`src/logic/comm_cmd_regs.vh`:
```
// Constants shared by the communication command unit and its slot sequencer.
`ifndef COMM_CMD_REGS_VH
`define COMM_CMD_REGS_VH

// ********************************************************************
// Command byte fields
// ********************************************************************
`define F_FUNC_HI 7
`define F_FUNC_LO 5
`define F_SEL 4
`define F_SPD_HI 3
`define F_SPD_LO 2
`define F_ARM 1
`define F_CMD 0
`define F_MSB 7

// Function codes held in bits 7..5.
`define FN_SINGLE 3'h4
`define FN_ACCEL 3'h5
`define FN_RESET 3'h6
`define FN_PULSE 3'h7

// Speed field value that a Pulse command must carry.
`define PULSE_SPD 2'h3

// ********************************************************************
// Reserved codes and fixed response bytes
// ********************************************************************
`define OPC_DATA_MODE 8'he1
`define OPC_CMD_MODE 8'he3
`define OPC_PULSE_STOP 8'hf1
`define RSP_BIT_PULL1 8'hef
`define RSP_BIT_PULL0 8'hec
`define RSP_DATA_PULL1 8'hf6
`define RSP_DATA_PULL0 8'h76
`define RSP_RESET_TOP 2'h3
`define RSP_RESERVED 1'b0
`define RSP_PULSE_LOW 2'h0
`define REV_DEFAULT 3'h3

// ********************************************************************
// Speed codes, modes and sequencer kinds
// ********************************************************************
`define SPEED_REGULAR 2'h0
`define SPEED_FLEX 2'h1
`define SPEED_FAST 2'h2
`define SPEED_ALT_REGULAR 2'h3
`define MODE_CMD 2'h0
`define MODE_DATA 2'h1
`define MODE_CHECK 2'h2
`define KIND_SINGLE 2'h0
`define KIND_BYTE 2'h1
`define KIND_SEARCH 2'h2
`define LAST_SLOT 3'h7
`define LAST_SEARCH_BIT 2'h3

`endif

```
`src/logic/comm_command_unit.v`:
```
// Communication command interpreter for a serial to single-wire bus master.
`timescale 1ns/1ps
`include "comm_cmd_regs.vh"

// What this block does
// - Bits 3..2 set speed; 11 means regular.
// - Single Bit slot type follows bit 4.
// - Single Bit answer echoes command, read in bits1..0.
// - Bit1 adds pullup, then EFh or ECh.
// - Accelerator control loads flag, no bus, no answer.
// - Accelerator on: data byte becomes twelve slots.
// - Accelerator control speed applies immediately.
// - Pulse bit4 picks pullup or program; bit1 arms.
// - F1h in command mode stops pulse at once.
// - Pulse answer at pulse end, low bits zero.
// - Armed data byte with accelerator off adds F6h or 76h byte.
// - Reset answer bits 7,6 ones, bit5 reserved.
// - One search answer byte per host byte.
// - Each search bit: two reads, then chosen write.
// - Answer pairs: flag even, chosen path odd.
// - Reset answer bits 4..2 carry revision code.
// - E1h enters data mode, E3h command mode.

module comm_command_unit #(
	parameter [2:0] REVISION = `REV_DEFAULT
) (
	input wire core_clk_in,
	input wire resetn_in,
	input wire rx_valid_in,
	input wire [7:0] rx_byte_in,
	input wire slot_done_in,
	input wire slot_read_in,
	input wire bus_reset_done_in,
	input wire [1:0] presence_code_in,
	input wire pulse_end_in,
	output reg tx_valid_out,
	output reg [7:0] tx_byte_out,
	output wire slot_req_out,
	output wire slot_value_out,
	output reg bus_reset_req_out,
	output reg [1:0] speed_code_out,
	output reg strong_pullup_out,
	output reg programming_supply_pin_out,
	output reg accel_on_out,
	output reg byte_pullup_armed_out,
	output reg [1:0] mode_out
);

	// ****************************************************************
	// State and working registers
	// ****************************************************************
	localparam S_IDLE = 3'h0;
	localparam S_SLOT = 3'h1;
	localparam S_DATA = 3'h2;
	localparam S_BIT_PULL = 3'h3;
	localparam S_DATA_PULL = 3'h4;
	localparam S_PULSE = 3'h5;
	localparam S_RESET = 3'h6;

	reg [2:0] state;
	reg [7:0] cmd;
	reg [7:0] data_byte;
	reg read_bit;
	reg eng_start;
	reg [1:0] eng_kind;
	reg [7:0] eng_data;
	reg err_clear;
	wire eng_done;
	wire [7:0] eng_result;

	// ****************************************************************
	// Slot sequencer
	// ****************************************************************
	slot_sequencer u_seq (
		.core_clk_in(core_clk_in),
		.resetn_in(resetn_in),
		.start_in(eng_start),
		.kind_in(eng_kind),
		.data_in(eng_data),
		.err_clear_in(err_clear),
		.slot_done_in(slot_done_in),
		.slot_read_in(slot_read_in),
		.slot_req_out(slot_req_out),
		.slot_value_out(slot_value_out),
		.done_out(eng_done),
		.result_out(eng_result)
	);

	// Maps the speed field; code 11 selects regular speed.
	function [1:0] speed_of;
		input [1:0] field;
		begin
			if (field == `SPEED_ALT_REGULAR)
				speed_of = `SPEED_REGULAR;
			else
				speed_of = field;
		end
	endfunction

	// Starts a data-mode byte as a plain byte or a search step.
	task start_data;
		input [7:0] b;
		begin
			data_byte <= b;
			eng_start <= 1'b1;
			eng_data <= b;
			eng_kind <= accel_on_out ? `KIND_SEARCH : `KIND_BYTE;
			state <= S_DATA;
		end
	endtask

	// Decodes and launches one command byte.
	task exec_cmd;
		input [7:0] c;
		begin
			cmd <= c;
			if (c == `OPC_DATA_MODE) begin
				mode_out <= `MODE_DATA;
			end else if (c == `OPC_CMD_MODE || c == `OPC_PULSE_STOP) begin
				mode_out <= `MODE_CMD;
			end else if (c[`F_CMD] && c[`F_MSB]) begin
				case (c[`F_FUNC_HI:`F_FUNC_LO])
				`FN_SINGLE: begin
					speed_code_out <= speed_of(c[`F_SPD_HI:`F_SPD_LO]);
					eng_start <= 1'b1;
					eng_kind <= `KIND_SINGLE;
					eng_data <= {7'h00, c[`F_SEL]};
					state <= S_SLOT;
				end
				`FN_ACCEL: begin
					speed_code_out <= speed_of(c[`F_SPD_HI:`F_SPD_LO]);
					accel_on_out <= c[`F_SEL];
					err_clear <= ~c[`F_SEL];
				end
				`FN_RESET: begin
					speed_code_out <= speed_of(c[`F_SPD_HI:`F_SPD_LO]);
					bus_reset_req_out <= 1'b1;
					state <= S_RESET;
				end
				default: begin
					if (c[`F_SPD_HI:`F_SPD_LO] == `PULSE_SPD) begin
						byte_pullup_armed_out <= c[`F_ARM];
						strong_pullup_out <= ~c[`F_SEL];
						programming_supply_pin_out <= c[`F_SEL];
						state <= S_PULSE;
					end
				end
				endcase
			end
		end
	endtask

	// ****************************************************************
	// Command interpreter
	// ****************************************************************
	// Byte dispatch, bus sequencing and response generation.
	always @(posedge core_clk_in) begin
		if (!resetn_in) begin
			state <= S_IDLE;
			mode_out <= `MODE_CMD;
			cmd <= 8'h00;
			data_byte <= 8'h00;
			read_bit <= 1'b0;
			eng_start <= 1'b0;
			eng_kind <= `KIND_SINGLE;
			eng_data <= 8'h00;
			err_clear <= 1'b0;
			tx_valid_out <= 1'b0;
			tx_byte_out <= 8'h00;
			bus_reset_req_out <= 1'b0;
			speed_code_out <= `SPEED_REGULAR;
			strong_pullup_out <= 1'b0;
			programming_supply_pin_out <= 1'b0;
			accel_on_out <= 1'b0;
			byte_pullup_armed_out <= 1'b0;
		end else begin
			tx_valid_out <= 1'b0;
			eng_start <= 1'b0;
			err_clear <= 1'b0;
			bus_reset_req_out <= 1'b0;
			case (state)
			S_IDLE: begin
				if (rx_valid_in) begin
					case (mode_out)
					`MODE_DATA: begin
						if (rx_byte_in == `OPC_CMD_MODE)
							mode_out <= `MODE_CHECK;
						else
							start_data(rx_byte_in);
					end
					`MODE_CHECK: begin
						// A doubled switch code goes to the bus once.
						if (rx_byte_in == `OPC_CMD_MODE) begin
							mode_out <= `MODE_DATA;
							start_data(rx_byte_in);
						end else begin
							mode_out <= `MODE_CMD;
							exec_cmd(rx_byte_in);
						end
					end
					default: exec_cmd(rx_byte_in);
					endcase
				end
			end
			S_SLOT: begin
				if (eng_done) begin
					read_bit <= eng_result[0];
					tx_valid_out <= 1'b1;
					tx_byte_out <= {cmd[7:2], eng_result[0], eng_result[0]};
					if (cmd[`F_ARM]) begin
						strong_pullup_out <= 1'b1;
						state <= S_BIT_PULL;
					end else begin
						state <= S_IDLE;
					end
				end
			end
			S_BIT_PULL: begin
				// The host stop code also ends this pullup early.
				if (pulse_end_in || (rx_valid_in &&
					rx_byte_in == `OPC_PULSE_STOP)) begin
					strong_pullup_out <= 1'b0;
					tx_valid_out <= 1'b1;
					tx_byte_out <= read_bit ? `RSP_BIT_PULL1 : `RSP_BIT_PULL0;
					state <= S_IDLE;
				end
			end
			S_DATA: begin
				if (eng_done) begin
					tx_valid_out <= 1'b1;
					tx_byte_out <= eng_result;
					// Per-byte pullup is skipped while the accelerator is on.
					if (byte_pullup_armed_out && !accel_on_out) begin
						strong_pullup_out <= 1'b1;
						state <= S_DATA_PULL;
					end else begin
						state <= S_IDLE;
					end
				end
			end
			S_DATA_PULL: begin
				if (pulse_end_in) begin
					strong_pullup_out <= 1'b0;
					tx_valid_out <= 1'b1;
					tx_byte_out <= data_byte[`F_MSB] ? `RSP_DATA_PULL1 :
						`RSP_DATA_PULL0;
					state <= S_IDLE;
				end
			end
			S_PULSE: begin
				// Timer, current demand or host stop code ends the pulse.
				if (pulse_end_in || (rx_valid_in &&
					rx_byte_in == `OPC_PULSE_STOP)) begin
					strong_pullup_out <= 1'b0;
					programming_supply_pin_out <= 1'b0;
					tx_valid_out <= 1'b1;
					tx_byte_out <= {cmd[7:2], `RSP_PULSE_LOW};
					state <= S_IDLE;
				end
			end
			S_RESET: begin
				if (bus_reset_done_in) begin
					tx_valid_out <= 1'b1;
					tx_byte_out <= {`RSP_RESET_TOP, `RSP_RESERVED, REVISION,
						presence_code_in};
					state <= S_IDLE;
				end
			end
			default: state <= S_IDLE;
			endcase
		end
	end

endmodule

```
`src/logic/slot_sequencer.v`:
```
// Slot sequencer: single slots, data bytes and accelerated search steps.
`timescale 1ns/1ps
`include "comm_cmd_regs.vh"

module slot_sequencer (
	input wire core_clk_in,
	input wire resetn_in,
	input wire start_in,
	input wire [1:0] kind_in,
	input wire [7:0] data_in,
	input wire err_clear_in,
	input wire slot_done_in,
	input wire slot_read_in,
	output reg slot_req_out,
	output reg slot_value_out,
	output reg done_out,
	output reg [7:0] result_out
);

	reg busy;
	reg [1:0] kind;
	reg [7:0] data;
	reg [2:0] cnt;
	reg [1:0] phase;
	reg first_read;
	reg search_err;
	wire [2:0] even_idx;
	wire [2:0] odd_idx;
	wire path_bit;
	wire no_answer;
	wire conflict;
	wire chosen;
	wire flag;

	// Search decision for the current identifier bit.
	assign even_idx = {cnt[1:0], 1'b0};
	assign odd_idx = {cnt[1:0], 1'b1};
	assign path_bit = data[odd_idx];
	assign no_answer = search_err | (first_read & slot_read_in);
	assign conflict = ~first_read & ~slot_read_in;
	assign chosen = no_answer ? 1'b1 : (conflict ? path_bit : first_read);
	assign flag = no_answer | conflict;

	// Issues one slot at a time and gathers the results.
	always @(posedge core_clk_in) begin
		if (!resetn_in) begin
			busy <= 1'b0;
			kind <= `KIND_SINGLE;
			data <= 8'h00;
			cnt <= 3'h0;
			phase <= 2'h0;
			first_read <= 1'b0;
			search_err <= 1'b0;
			slot_req_out <= 1'b0;
			slot_value_out <= 1'b1;
			done_out <= 1'b0;
			result_out <= 8'h00;
		end else begin
			slot_req_out <= 1'b0;
			done_out <= 1'b0;
			if (err_clear_in)
				search_err <= 1'b0;
			if (start_in && !busy) begin
				busy <= 1'b1;
				kind <= kind_in;
				data <= data_in;
				cnt <= 3'h0;
				phase <= 2'h0;
				slot_req_out <= 1'b1;
				// A read slot is the same as a write-one slot.
				slot_value_out <= (kind_in == `KIND_SEARCH) ? 1'b1 : data_in[0];
			end else if (busy && slot_done_in) begin
				case (kind)
				`KIND_SINGLE: begin
					result_out[0] <= slot_read_in;
					busy <= 1'b0;
					done_out <= 1'b1;
				end
				`KIND_BYTE: begin
					result_out[cnt] <= slot_read_in;
					if (cnt == `LAST_SLOT) begin
						busy <= 1'b0;
						done_out <= 1'b1;
					end else begin
						cnt <= cnt + 3'h1;
						slot_req_out <= 1'b1;
						slot_value_out <= data[cnt + 3'h1];
					end
				end
				default: begin
					// Two reads then one write for each of four bits.
					if (phase == 2'h0) begin
						first_read <= slot_read_in;
						phase <= 2'h1;
						slot_req_out <= 1'b1;
						slot_value_out <= 1'b1;
					end else if (phase == 2'h1) begin
						result_out[even_idx] <= flag;
						result_out[odd_idx] <= chosen;
						if (no_answer)
							search_err <= 1'b1;
						phase <= 2'h2;
						slot_req_out <= 1'b1;
						slot_value_out <= chosen;
					end else if (cnt[1:0] == `LAST_SEARCH_BIT) begin
						busy <= 1'b0;
						done_out <= 1'b1;
					end else begin
						cnt <= cnt + 3'h1;
						phase <= 2'h0;
						slot_req_out <= 1'b1;
						slot_value_out <= 1'b1;
					end
				end
				endcase
			end
		end
	end

endmodule

```
`config.mk`:
```
export PLATFORM = sky130hd
export DESIGN_NAME = comm_command_unit
export DESIGN_NICKNAME = d
export VERILOG_FILES = /design/src/logic/comm_command_unit.v /design/src/logic/slot_sequencer.v
export VERILOG_INCLUDE_DIRS = /design/src /design/src/logic
export SDC_FILE = /design/constraint.sdc
export NUM_CORES = 1
export LEC_CHECK = 0
export BUFFER_PORTS_ARGS = -buffer_cell sky130_fd_sc_hd__buf_2
export CORE_MARGIN = 3
export CORE_UTILIZATION = 54
export CTS_BUF_LIST = sky130_fd_sc_hd__clkbuf_8
export DETAILED_ROUTE_END_ITERATION = 6
export GPL_TIMING_DRIVEN = 0
export PLACE_DENSITY = 0.74
export SLEW_MARGIN = 20
export SYNTH_ARGS = -nofsm -noshare
export SYNTH_HDL_FRONTEND = slang
export SYNTH_SLANG_ARGS = --single-unit
```
`constraint.sdc`:
```
create_clock -name core_clk_in -period 3.4 [get_ports core_clk_in]
set_input_delay 0.51 -clock core_clk_in [delete_from_list [all_inputs] [get_ports core_clk_in]]
set_output_delay 0.51 -clock core_clk_in [all_outputs]
set_load 0.02 [all_outputs]
```
==> metrics.txt <==
outcome=finished, final reports clean; floorplan die height=between 90 and 100 microns; largest net degree at the start of global routing=16; Core Util, Final=63.90%; main flop type after synthesis=sky130_fd_sc_hd__dfxtp_1; wire length of the first global-routing pass=around 17,000 microns; post-synth net total=just under 500; max_slew headroom=about half; Arrival @ worst endpoint=2850 ps; hold path startpoint=rx_byte_in[3]; VDD IR-drop max=about 0.35 mV; leakage power=approximately 1.7 nW; Setup CP Type=in -> reg; Power Density=around 400 nW/um^2; total vias in the final route=approximately 3,800; slowest CP cell=sky130_fd_sc_hd__a211oi_1; worst reg2reg setup slack=920 ps; antenna violations before repair=0; Final Hold Fails=0; worst path bufs/invs=3; maximum frequency from static timing analysis=0.3877 GHz; RR Startpoint=u_seq.cnt[1]; count of routing violations after the opening detailed-route iteration=314; area of the die=between 8000 and 9000 sq um; buffers added on ports=36; layout filler cell count=a little over 600; Tightest Pin Transition=727.4 ps; TritonCTS clock tree=built; Final Total Pwr=~1.7 mW; count leader, synth=sky130_fd_sc_hd__dfxtp_1; DRT Pass-1 Iters=5; Initial Utilization=between 50% and 60%; post-synthesis cell type with the largest combined area=sky130_fd_sc_hd__dfxtp_1; count of flip-flops with a built-in enable after synthesis=0; Num Clock Sinks=71; max_cap viols=0; final worst clock skew=7.829 ps; class of the most critical hold timing path=in -> reg; Synth top cells by count=71 x sky130_fd_sc_hd__dfxtp_1, 55 x sky130_fd_sc_hd__nand2_1, 42 x sky130_fd_sc_hd__a21oi_1; unrepaired setup endpoints after global routing=false; critical path's top delay family=compound AO/OA/AOI/OAI gates; cells after synthesis=between 400 and 500; final-report max-slew violation count=0; Antenna Diode Count=0; slowest cell delay on critical path=slightly below 700 ps; I/O pin total=37; portion of the post-synthesis area used by sequential elements=a little over a third; total negative slack=0 ps; total global routing track utilization=25.57%; final HPWL from detailed placement=7724 microns; deepest clock path buffer count=2; part of the cycle the worst path needs=75.87%; number of distinct library cells after synthesis=71; shortest clock period the worst path allows after layout=2579 ps; Die Span X=just over 90 microns; source-to-sink clock delay at the later pin of the worst-skew pair=350 ps; routed length per placed instance=between 15 and 20 microns; Total Wirelength=10,440 microns; placed instance count=approximately 600; number of warnings reported in the yosys synthesis log=0; most used cell along the critical path=sky130_fd_sc_hd__buf_2; largest driver fanout on the critical path=10; Post-route DRC=0; syn_area_per_cell=about 8.3 sq um; top cell type's share of synthesized area=36.66%; number of buffers inserted by post-CTS setup repair=0; final net count=540; CTS Hold Bufs=0; number of nets with antenna violations after routing=0; number of standard cells in the final layout excluding fillers=just over 600; CTS buffer count=9; global placer's final weighted congestion=between 0.9 and 1; Worst Reg2Reg Path Length in Cells=6; H-Tree Depth=3; Synth Register Bits=a little over 70; endpoint of the worst hold-timing path=speed_code_out[0]; Layout Area Growth over Synthesis=13.20%; fraction of layout instances using a drive strength above 1=between 10% and 20%; post_cts resized=0; clock tree root driver cell=sky130_fd_sc_hd__clkbuf_8; drt via density=slightly above 6; number of global-route vias before repair=about 3,400; ys async rst share=0%; Hold Path Stages=2; final setup fails=0; cell area after synthesis=3877 sq um; Crit. End Element=flip-flop; critical path startpoint category=input port; cells along the critical path=buf_2 > clkbuf_1 > nor4bb_1 > buf_2 > a31oi_1 > a211oi_1 > nand2_1 > o22ai_1; R2R Path End=u_seq.slot_value_out; critical path data required time=3670 ps; cell types occupying the most area after synthesis=sky130_fd_sc_hd__dfxtp_1 37%, sky130_fd_sc_hd__a21oi_1 5.4%, sky130_fd_sc_hd__nand2_1 5.3%; floorplan core area=6869 sq um; clock-pin slew reported for the worst setup and hold paths after clock tree synthesis=about 90 ps; Placement Rows=30; aggregate global routing overflow=0
[power breakdown]
group          internal [mW]  total (mW)  switching (mW)
Combinational         0.0504       0.145          0.0946
Clock                  0.357       0.731           0.374
Sequential             0.843       0.849         0.00678
Total                   1.25        1.73           0.476
[cells in the final DEF (no fill, tap or decap), types with 7 or more instances in the layout]
cell type and n:
sky130_fd_sc_hd__a21oi_1 42, sky130_fd_sc_hd__a31oi_1 10, sky130_fd_sc_hd__buf_2 39, sky130_fd_sc_hd__clkbuf_1 25
sky130_fd_sc_hd__clkbuf_8 9, sky130_fd_sc_hd__dfxtp_1 71, sky130_fd_sc_hd__ha_1 7, sky130_fd_sc_hd__inv_1 17
sky130_fd_sc_hd__mux2i_1 19, sky130_fd_sc_hd__nand2_1 55, sky130_fd_sc_hd__nand2b_1 13, sky130_fd_sc_hd__nand3_1 8
sky130_fd_sc_hd__nor2_1 38, sky130_fd_sc_hd__nor2b_1 15, sky130_fd_sc_hd__nor3_1 15, sky130_fd_sc_hd__o21ai_0 20
[cell type report]
| cell class | instances | area (sq um) | area share [%] |
|---|---|---|---|
| plain buffers | 31 | 127.6 | 2.908 |
| clock buffers | 9 | 123.9 | 2.822 |
| clock inverters | 7 | 87.58 | 1.995 |
| inverters | 17 | 63.81 | 1.454 |
| multi-input cells | 350 | 2265 | 51.60 |
| flip-flops and latches | 71 | 1421 | 32.38 |
| well taps | 96 | 120.1 | 2.737 |
| repair buffers | 36 | 180.2 | 4.105 |
[worst max path at each step]
stage                  start                   end  slack, ps  depth (start not counted)
3_5_place_dp   rx_byte_in[5]        tx_byte_out[1]        570                          9
2_1_floorplan   u_seq.cnt[0]  u_seq.slot_value_out       1200                          6
5_1_grt        rx_byte_in[5]              state[1]        620                          8
6_report       rx_byte_in[5]              state[1]        820                          8
3_3_place_gp   rx_byte_in[5]              state[1]        690                          8
4_1_cts        rx_byte_in[5]        tx_byte_out[1]        920                          9
[cell families after synthesis]
group	Yosys count	share of synthesized area [%]
AOI/OAI and AO/OA	133	23.62
adders and majority gates	7	2.259
buffers and inverters	48	4.937
and+or+nand+nor	185	25.14
muxes	23	6.938
DFF	71	36.66
xor gates and xnor gates	2	0.4518
[worst register-to-register path: cells and delay by family (launching register included)]
family	cells	cell delay (ps)
mux	2	670
flops	1	380
fa+ha+maj	2	730
simple gates	2	570
[through the flow]
step                hold WS (ps)  worst slack [ps]  area [sq um]
finish                     442.3             820.6          4389
global route               457.2             620.3          4389
floorplan                  431.5              1200          3877
global placement           444.8             685.8          4178
detailed placement         449.3             566.2          4178
CTS                        439.2             919.1          4389
[sequential cells by signal (all words and copies together), names as in the netlist, 2 cells and up]
name	cells
u_seq.kind	2
u_seq.data	8
state	3
mode_out	2
u_seq.phase	2
eng_kind	2
u_seq.cnt	3
cmd	7
speed_code_out	2
eng_data	8
tx_byte_out	8
u_seq.result_out	8
[routing by layer]
layer	global-route usage, %	part of all wire [%]	wire length, microns
met1	36.17	44	4625
met2	38.97	45	4719
met3	4.917	8.7	907
met4	8.546	1.8	185
met5	0	0	0
No activity file was read; power rests on OpenSTA's default activity.
